[src/tat_pkg.sv]
// Package of register map, field layout and timing constants for the temperature alert block
package tat_pkg;
    // ------------------------------------------------------------
    // Register indices (byte address is four times the index)
    // ------------------------------------------------------------
    localparam logic [3:0] IDX_TEMPERATURE_RESULT = 4'h0;
    localparam logic [3:0] IDX_CONTROL_SETTINGS = 4'h1;
    localparam logic [3:0] IDX_LOWER_ALERT_LIMIT = 4'h2;
    localparam logic [3:0] IDX_UPPER_ALERT_LIMIT = 4'h3;
    localparam logic [3:0] IDX_EVENT_STATUS = 4'h4;
    localparam logic [3:0] IDX_EVENT_ENABLE = 4'h5;
    localparam logic [3:0] IDX_EVENT_CLEAR = 4'h6;
    // ------------------------------------------------------------
    // Control settings field positions
    // ------------------------------------------------------------
    localparam int POS_POWER_DOWN = 0;
    localparam int POS_STYLE = 1;
    localparam int POS_POLARITY = 2;
    localparam int POS_FAULT_DEPTH = 3;
    localparam int POS_ALERT_STATE = 5;
    localparam int POS_WIDE_RANGE = 6;
    localparam int POS_RATE = 7;
    localparam logic [15:0] CTRL_WRITABLE = 16'h01df;
    // ------------------------------------------------------------
    // Reset values
    // ------------------------------------------------------------
    localparam logic [15:0] RST_CONTROL = 16'h0100;
    localparam logic [15:0] RST_LOWER = 16'h4b00;
    localparam logic [15:0] RST_UPPER = 16'h5000;
    // ------------------------------------------------------------
    // Conversion intervals, in ms, and derived cycle counts at 50 MHz
    // ------------------------------------------------------------
    localparam int CLK_HZ = 50_000_000;
    localparam int CONV_MS_0 = 4000;
    localparam int CONV_MS_1 = 1000;
    localparam int CONV_MS_2 = 250;
    localparam int CONV_MS_3 = 125;
    localparam int CONV_CYC_0 = CONV_MS_0 * (CLK_HZ / 1000);
    localparam int CONV_CYC_1 = CONV_MS_1 * (CLK_HZ / 1000);
    localparam int CONV_CYC_2 = CONV_MS_2 * (CLK_HZ / 1000);
    localparam int CONV_CYC_3 = CONV_MS_3 * (CLK_HZ / 1000);
    // Event status bits
    localparam int EVT_ALERT_SET = 0;
    localparam int EVT_ALERT_CLR = 1;
    localparam int EVT_CONV_DONE = 2;
endpackage : tat_pkg

[src/tat_fault_counter.sv]
// Consecutive fault counter with selectable queue depth
`timescale 1ns/1ps
`default_nettype none
module tat_fault_counter #(
    parameter int CNT_W = 3
) (
    input wire logic core_clk,
    input wire logic rst,
    input wire logic sample,
    input wire logic hit,
    input wire logic [1:0] depth_sel,
    output logic reached
);
    logic [CNT_W-1:0] count;
    logic [CNT_W-1:0] need;
    logic [CNT_W-1:0] next_count;
    // Depth choices one, two, four or six
    assign need = (depth_sel == 2'd0) ? CNT_W'(1) : (depth_sel == 2'd1) ? CNT_W'(2) :
                  (depth_sel == 2'd2) ? CNT_W'(4) : CNT_W'(6); // RULE6
    // Saturating count of hits, cleared by a miss
    assign next_count = !hit ? '0 : (count < need) ? count + CNT_W'(1) : count; // RULE13
    assign reached = sample && hit && (next_count >= need);
    // Counter register
    always_ff @(posedge core_clk) begin
        if (rst) begin
            count <= '0;
        end else if (sample) begin
            count <= next_count; // RULE13
        end
    end
endmodule : tat_fault_counter
`default_nettype wire

[src/tat_core.sv]
// Temperature alert thermostat with Avalon-MM register slave
// How it works
// RULE1 - Comparator style: alert asserts after enough consecutive over-upper results.
// RULE2 - Comparator style: alert drops after enough consecutive below-lower results.
// RULE3 - Interrupt style: falling below lower limit alone never drops alert.
// RULE4 - Interrupt style: alert clears on register read or entering power-down.
// RULE5 - A result above the upper limit is a fault.
// RULE6 - Fault depth selects one, two, four or six faults; one by default.
// RULE7 - Alert pin is active low unless polarity select makes it active high.
// RULE8 - Alert state bit shows the alert is active.
// RULE9 - Conversion rate select sets the interval between conversions.
// RULE10 - Writes change only writable bits; read-only bits stay device driven.
// RULE11 - In power-down no conversions run; result register holds.
// RULE12 - Normal range uses 12-bit values, wide range 13-bit values.
// RULE13 - Faults counted once per conversion; a miss restarts the count.
`timescale 1ns/1ps
`default_nettype none
module tat_core #(
    parameter int CONV_CYC_0 = tat_pkg::CONV_CYC_0,
    parameter int CONV_CYC_1 = tat_pkg::CONV_CYC_1,
    parameter int CONV_CYC_2 = tat_pkg::CONV_CYC_2,
    parameter int CONV_CYC_3 = tat_pkg::CONV_CYC_3
) (
    input wire logic core_clk,
    input wire logic rst,
    input wire logic [3:0] avs_address,
    input wire logic avs_read,
    input wire logic avs_write,
    input wire logic [31:0] avs_writedata,
    input wire logic [3:0] avs_byteenable,
    output logic [31:0] avs_readdata,
    output logic avs_waitrequest,
    output logic avs_response_err,
    input wire logic [12:0] sensor_value,
    output logic alert_n_pin,
    output logic irq
);
    // ------------------------------------------------------------
    // Registers
    // ------------------------------------------------------------
    logic [15:0] temperature_result;
    logic [15:0] control_settings;
    logic [15:0] lower_alert_limit;
    logic [15:0] upper_alert_limit;
    logic [2:0] event_status;
    logic [2:0] event_enable;
    logic alert_state_bit;
    logic [31:0] conv_timer;
    logic ack;
    logic [12:0] sens_s1;
    logic [12:0] sens_s2;
    // ------------------------------------------------------------
    // Field decode
    // ------------------------------------------------------------
    wire power_down_select = control_settings[tat_pkg::POS_POWER_DOWN];
    wire thermostat_style_select = control_settings[tat_pkg::POS_STYLE];
    wire alert_polarity_select = control_settings[tat_pkg::POS_POLARITY];
    wire [1:0] fault_depth_select = control_settings[tat_pkg::POS_FAULT_DEPTH +: 2];
    wire wide_range_select = control_settings[tat_pkg::POS_WIDE_RANGE];
    wire [1:0] conversion_rate_select = control_settings[tat_pkg::POS_RATE +: 2];
    // Bus decode: one cycle of waitrequest, answer on the second cycle
    wire req = (avs_read || avs_write) && !ack;
    wire wr_en = avs_write && ack;
    wire rd_en = avs_read && ack;
    wire hit_temp = avs_address == tat_pkg::IDX_TEMPERATURE_RESULT;
    wire hit_ctrl = avs_address == tat_pkg::IDX_CONTROL_SETTINGS;
    wire hit_low = avs_address == tat_pkg::IDX_LOWER_ALERT_LIMIT;
    wire hit_up = avs_address == tat_pkg::IDX_UPPER_ALERT_LIMIT;
    wire hit_sts = avs_address == tat_pkg::IDX_EVENT_STATUS;
    wire hit_en = avs_address == tat_pkg::IDX_EVENT_ENABLE;
    wire hit_clr = avs_address == tat_pkg::IDX_EVENT_CLEAR;
    wire mapped = hit_temp || hit_ctrl || hit_low || hit_up || hit_sts || hit_en || hit_clr;
    wire [15:0] be_mask = {{8{avs_byteenable[1]}}, {8{avs_byteenable[0]}}};
    assign avs_waitrequest = (avs_read || avs_write) && !ack;
    // A read of the result, control or either limit register counts as the host having read the registers
    wire host_read = rd_en && (hit_temp || hit_ctrl || hit_low || hit_up); // RULE4
    // ------------------------------------------------------------
    // Conversion timing
    // ------------------------------------------------------------
    wire [31:0] conv_len = (conversion_rate_select == 2'd0) ? 32'(CONV_CYC_0) :
                           (conversion_rate_select == 2'd1) ? 32'(CONV_CYC_1) :
                           (conversion_rate_select == 2'd2) ? 32'(CONV_CYC_2) :
                           32'(CONV_CYC_3); // RULE9
    wire conv_done = !power_down_select && (conv_timer >= conv_len - 32'h1); // RULE11
    // Result formatting: 12-bit left aligned, or 13-bit with flag in bit 0
    wire [15:0] next_result = wide_range_select ? {sens_s2, 3'b001} :
                              {sens_s2[11:0], 4'h0}; // RULE12
    wire signed [15:0] res_s = $signed(next_result);
    wire over_upper = res_s > $signed(upper_alert_limit); // RULE5
    wire under_lower = res_s < $signed(lower_alert_limit);
    // Fault condition follows the current alert state
    wire hit_cond = alert_state_bit ? under_lower : over_upper;
    wire depth_reached;
    wire entering_pd = wr_en && hit_ctrl && avs_byteenable[0] &&
                       avs_writedata[tat_pkg::POS_POWER_DOWN] && !power_down_select;
    wire int_clear = thermostat_style_select && (host_read || entering_pd); // RULE4
    wire set_alert = !alert_state_bit && depth_reached; // RULE1
    wire clr_alert = alert_state_bit &&
                     ((!thermostat_style_select && depth_reached) || int_clear); // RULE2 RULE3
    wire [2:0] evt = {conv_done, clr_alert, set_alert};
    // Restart the streak when the alert flips, so faults of the old condition never carry over
    wire fault_restart = rst || set_alert || clr_alert; // RULE13
    // Fault queue
    tat_fault_counter #(
        .CNT_W(3)
    ) u_faults (
        .core_clk(core_clk),
        .rst(fault_restart),
        .sample(conv_done),
        .hit(hit_cond),
        .depth_sel(fault_depth_select),
        .reached(depth_reached)
    );
    // Input synchroniser for the sensor value
    always_ff @(posedge core_clk) begin
        sens_s1 <= sensor_value;
        sens_s2 <= sens_s1;
    end
    // Conversion interval timer, cleared and held at zero in power-down
    always_ff @(posedge core_clk) begin
        if (rst || power_down_select || conv_done) begin
            conv_timer <= 32'h0; // RULE11
        end else begin
            conv_timer <= conv_timer + 32'h1;
        end
    end
    // Temperature result, updated only on completed conversions
    always_ff @(posedge core_clk) begin
        if (rst) begin
            temperature_result <= 16'h0;
        end else if (conv_done) begin
            temperature_result <= next_result; // RULE11 RULE12
        end
    end
    // Alert state
    always_ff @(posedge core_clk) begin
        if (rst) begin
            alert_state_bit <= 1'b0;
        end else if (set_alert) begin
            alert_state_bit <= 1'b1; // RULE1 RULE8
        end else if (clr_alert) begin
            alert_state_bit <= 1'b0; // RULE2 RULE4
        end
    end
    // Writable registers, masked by byte enables and writable bits
    always_ff @(posedge core_clk) begin
        if (rst) begin
            control_settings <= tat_pkg::RST_CONTROL;
            lower_alert_limit <= tat_pkg::RST_LOWER;
            upper_alert_limit <= tat_pkg::RST_UPPER;
            event_enable <= 3'h0;
        end else if (wr_en) begin
            if (hit_ctrl) begin
                control_settings <= (control_settings & ~(be_mask & tat_pkg::CTRL_WRITABLE)) |
                    (avs_writedata[15:0] & be_mask & tat_pkg::CTRL_WRITABLE); // RULE10
            end
            if (hit_low) begin
                lower_alert_limit <= (lower_alert_limit & ~be_mask) |
                                     (avs_writedata[15:0] & be_mask);
            end
            if (hit_up) begin
                upper_alert_limit <= (upper_alert_limit & ~be_mask) |
                                     (avs_writedata[15:0] & be_mask);
            end
            if (hit_en && avs_byteenable[0]) begin
                event_enable <= avs_writedata[2:0];
            end
        end
    end
    // Sticky events: a set in the clearing cycle wins
    wire [2:0] clr_bits = (wr_en && hit_clr && avs_byteenable[0]) ? avs_writedata[2:0] : 3'h0;
    always_ff @(posedge core_clk) begin
        if (rst) begin
            event_status <= 3'h0;
        end else begin
            event_status <= (event_status & ~clr_bits) | evt;
        end
    end
    // Read data mux, alert state bit inserted as device-driven value
    wire [15:0] ctrl_view = {control_settings[15:6], alert_state_bit,
                             control_settings[4:0]}; // RULE8 RULE10
    wire [15:0] rd_mux = hit_temp ? temperature_result : hit_ctrl ? ctrl_view :
                         hit_low ? lower_alert_limit : hit_up ? upper_alert_limit :
                         hit_sts ? {13'h0, event_status} : hit_en ? {13'h0, event_enable} :
                         16'h0;
    always_ff @(posedge core_clk) begin
        if (rst) begin
            ack <= 1'b0;
            avs_readdata <= 32'h0;
            avs_response_err <= 1'b0;
        end else begin
            ack <= req;
            avs_readdata <= {16'h0, rd_mux};
            avs_response_err <= req && !mapped;
        end
    end
    // Outputs
    assign alert_n_pin = alert_state_bit ^ ~alert_polarity_select; // RULE7
    assign irq = |(event_status & event_enable);
    // ------------------------------------------------------------
    // Assertions
    // ------------------------------------------------------------
    a_pin_polarity: assert property (@(posedge core_clk) disable iff (rst) // RULE7
        alert_n_pin == (alert_polarity_select ? alert_state_bit : !alert_state_bit))
        else $error("alert pin polarity wrong");
    a_rise_needs_fault: assert property (@(posedge core_clk) disable iff (rst) // RULE1
        $rose(alert_state_bit) |-> $past(conv_done) && $past(over_upper))
        else $error("alert rose without an over-limit conversion");
    a_cmp_fall_cause: assert property (@(posedge core_clk) disable iff (rst) // RULE2
        $fell(alert_state_bit) && !$past(thermostat_style_select) |->
        $past(conv_done) && $past(under_lower))
        else $error("comparator alert fell without a low conversion");
    a_int_fall_cause: assert property (@(posedge core_clk) disable iff (rst) // RULE3
        $fell(alert_state_bit) && $past(thermostat_style_select) |-> $past(int_clear))
        else $error("interrupt alert fell without a clearing event");
    a_int_read_clear: assert property (@(posedge core_clk) disable iff (rst) // RULE4
        thermostat_style_select && alert_state_bit && host_read && !set_alert
        |=> !alert_state_bit)
        else $error("register read did not clear interrupt alert");
    a_pd_holds_temp: assert property (@(posedge core_clk) disable iff (rst) // RULE11
        power_down_select |=> $stable(temperature_result))
        else $error("result changed in power-down");
    a_depth_one: assert property (@(posedge core_clk) disable iff (rst) // RULE6
        conv_done && fault_depth_select == 2'd0 && over_upper && !alert_state_bit
        |=> alert_state_bit)
        else $error("single fault did not raise alert");
    a_ro_temp_write: assert property (@(posedge core_clk) disable iff (rst) // RULE10
        wr_en && hit_temp && !conv_done |=> $stable(temperature_result))
        else $error("write altered read-only result");
    a_wait_one: assert property (@(posedge core_clk) disable iff (rst)
        avs_read && avs_waitrequest |=> !avs_waitrequest)
        else $error("waitrequest held more than one cycle");
    c_alert_set: cover property (@(posedge core_clk) disable iff (rst) set_alert);
    c_cmp_clear: cover property (@(posedge core_clk) disable iff (rst)
        clr_alert && !thermostat_style_select);
    c_int_clear: cover property (@(posedge core_clk) disable iff (rst) clr_alert && int_clear);
    c_irq: cover property (@(posedge core_clk) disable iff (rst) $rose(irq));
endmodule : tat_core
`default_nettype wire

[config.mk]
export PLATFORM = sky130hd
export DESIGN_NAME = tat_core
export DESIGN_NICKNAME = d
export VERILOG_FILES = /design/src/tat_pkg.sv /design/src/tat_fault_counter.sv /design/src/tat_core.sv
export SDC_FILE = /design/constraint.sdc
export NUM_CORES = 1
export LEC_CHECK = 0
export BUFFER_PORTS_ARGS = -buffer_cell sky130_fd_sc_hd__buf_2
export CAP_MARGIN = 10
export CORE_MARGIN = 4
export CORE_UTILIZATION = 40
export CTS_BUF_LIST = sky130_fd_sc_hd__clkbuf_16
export CTS_CLUSTER_SIZE = 14
export DETAILED_ROUTE_END_ITERATION = 10
export GPL_TIMING_DRIVEN = 0
export PLACE_DENSITY = 0.67
export SETUP_SLACK_MARGIN = 0.1
export SYNTH_ARGS = -nofsm -noshare
export SYNTH_HDL_FRONTEND = slang
export SYNTH_HIERARCHICAL = 1
export SYNTH_SLANG_ARGS = --single-unit
[constraint.sdc]
create_clock -name core_clk -period 10.3 [get_ports core_clk]
set_clock_uncertainty 0.2 [all_clocks]
set_input_delay 1.03 -clock core_clk [delete_from_list [all_inputs] [get_ports core_clk]]
set_output_delay 1.03 -clock core_clk [all_outputs]
set_load 0.01 [all_outputs]
==> flow_summary.yaml <==
grt:
  overflow: 0
  antenna_found_initial: 1
  grt_pass1_wl_um: 26900
  grt_use_total: 0.170
  first_global_vias: 5301
  grt_max_degree: 17
cells_and_area:
  n_fill_cell: 1623
  layout_common_cells: "dfxtp_1, nor2_1, nand2_1"
  layout_commonest_cell: "dfxtp_1"
  final_nets: 975
  antenna_cells: 0
  syn2layout_area_growth_pct: 17.5
  final_cell_count_no_fill: 1088
  drive_above_1_share: 0.157
synthesis:
  syn_inst: 761
  yosysSeqAreaShare: 0.402
  synth_flop_cell: "dfxtp_1"
  ys_ff_latch: 140
  yosysUniqueCellTypes: 59
  async_flop_share: 0
  synth_area_sq_mm: 0.00697
  avgSynthCellArea_sq_um: 9.15
  ys_warn_count: 6
  synth-edff-count: 0
die:
  num_io_pins: 93
  die-height_um: 140
  die_area_sq_mm: 0.0196
  rows: 47
  core_sq_mm: 0.0168
  die_w_um: 140
  start_util: 0.414
setup_path:
  reg2reg_slack_ns: 5.25
  end_kind: "flip-flop"
  r2r_end: "u_faults/count[0]"
  cp.required_ns: 10.44
  critical_path.endpoint: "u_faults/count[0]"
  startpoint_type: "flip-flop"
  r2r_cells: 21
  criticalPathCategory: "flip-flop to flip-flop"
  critical_path_arrival_ns: 5.20
  crit_fanout: 10
flow_run:
  cap_violations: 0
clocking:
  postCtsSetupBuffers: 0
  cts_tree: "done"
  clk_pin_slew_ns: 0.06
  cts_root_buffer: "clkbuf_16"
  cts_made_buffers: 17
  clk_path_buf_depth: 2
  cts_sinks: 140
  cts_hold_buf: 0
  cts_resized: 0
  cts.htree.levels: 4
  clk_latency_ns: 0.43
worst_hold_path:
  hold_path.class: "flip-flop to flip-flop"
sta:
  period_share: 0.490
  setup_tns_ns: 0
  hold_viol_final: 0
  max_freq_ghz: 0.198
  whs_ns: 0.126
  min_period_ns: 5.05
  drv_slew: 0
  setup_violations: 0
  grt_setup_unrepaired: "false"
  maxSlewHeadroom: 0.264
  worst_pin_slew_ns: 1.10
power:
  p_sw_frac: 0.261
  pwr-share-comb: 0.114
  clkPwrFrac: 0.458
  p_per_area_mw_per_mm2: 163
  switching_power_uw: 348
  power.leakage_uw: 0.00338
  p_int_uw: 987
  p_seq_frac: 0.428
  ir_drop_mv: 0.118
placed_design:
  portBuffers: 57
  gp_congestion: 0.856
  dp_cells: 1057
  place_hpwl_um: 12300
detailed_routing:
  vias_per_cell: 5.00
  vias: 5437
  drtIter0Drc: 289
  routed_wl_um: 16400
  ant_nets: 0
  drc_errors: 0
  wire_per_inst_um: 15.0
  first_pass_iters: 5
run_status:
  outcome: "finished, final reports clean"
## cell families after synthesis
kind of cell | Yosys count | synth area share
AO/OA/AOI/OAI | 118 | 0.111
XOR/XNOR | 29 | 0.0365
adder cells (fa/ha/maj) | 62 | 0.111
buffers and inverters | 97 | 0.0643
flip-flops | 140 | 0.402
multiplexers | 62 | 0.102
other | 1 | 0.000538
AND/OR/NAND/NOR | 252 | 0.172
## power by group through the flow
stage | clock [uW] | combinational (uW) | sequential (uW)
after floorplan | 0 | 110 | 581
after global placement | 0 | 150 | 583
after global routing | 646 | 174 | 573
after CTS | 621 | 153 | 571
final | 612 | 153 | 571
after detailed placement | 0 | 152 | 583
## metal layers
metal / vias to the layer above / part of all wire / routed length [um] / track usage
li1: 2790 / - / - / -
met1: 2531 / 0.47 / 7640 / 0.218
met2: 95 / 0.48 / 7790 / 0.281
met3: 19 / 0.039 / 639 / 0.0426
met4: 2 / 0.017 / 276 / 0.0571
met5: - / 0.00079 / 13 / 0
## cell usage after synthesis, drive strengths merged (12+ instances only)
| cell type | number | area [sq um] |
|---|---|---|
| a21oi | 31 | 155 |
| buf | 22 | 166 |
| clkbuf | 20 | 75.1 |
| dfxtp | 140 | 2800 |
| ha | 62 | 776 |
| inv | 55 | 206 |
| mux2 | 12 | 135 |
| mux2i | 44 | 440 |
| nand2 | 64 | 240 |
| nand3 | 21 | 105 |
| nor2 | 97 | 364 |
| o211ai | 13 | 97.6 |
| o21ai | 28 | 155 |
| xnor2 | 22 | 193 |
## worst max-delay path, stage by stage (launching register included)
cell,delay (ns)
dfxtp_1,0.30
clkbuf_1,0.37
clkbuf_1,0.47
and2_1,0.31
ha_1,0.15
or3b_2,0.48
o21bai_1,0.18
a221oi_1,0.11
nor2b_1,0.12
nor3b_1,0.06
o22ai_1,0.55
nand2_1,0.12
ha_1,0.31
nand2b_1,0.13
a21o_1,0.19
a21oi_1,0.17
nor2_1,0.10
nor2_1,0.09
a21oi_1,0.05
a21oi_1,0.20
nand2_1,0.13
a31oi_1,0.17
## per-stage QoR
| step | setup WS, ns | total power (uW) | instance area (sq um) | utilization |
|---|---|---|---|---|
| final | 5.25 | 1340 | 8180 | 0.487 |
| after global routing | 4.79 | 1390 | 8180 | 0.487 |
| after CTS | 5.20 | 1350 | 8180 | 0.487 |
| after detailed placement | 5.22 | 735 | 7600 | 0.452 |
| after global placement | 5.30 | 732 | 7600 | 0.452 |
| after floorplan | 6.13 | 691 | 7040 | - |
## worst min-delay path by stage
stage | start | cells past startpoint | endpoint
global route | sens_s1[5] | 0 | sens_s2[5]
detailed placement | sens_s1[2] | 0 | sens_s2[2]
CTS | sens_s1[3] | 0 | sens_s2[3]
finish | sens_s1[4] | 0 | sens_s2[4]
floorplan | sens_s1[0] | 0 | sens_s2[0]
global placement | sens_s1[2] | 0 | sens_s2[2]
## area by class of cell
| cell class | count | area [sq um] | area share |
|---|---|---|---|
| clock inverters | 14 | 160 | 0.0196 |
| flip-flops and latches | 140 | 2800 | 0.342 |
| inverters | 55 | 206 | 0.0252 |
| clock buffers | 17 | 425 | 0.0520 |
| repair buffers | 57 | 285 | 0.0349 |
| well taps | 220 | 275 | 0.0336 |
| plain buffers | 42 | 241 | 0.0295 |
| multi-input cells | 543 | 3790 | 0.463 |
Note: power is estimated with default switching activity, not from simulation.
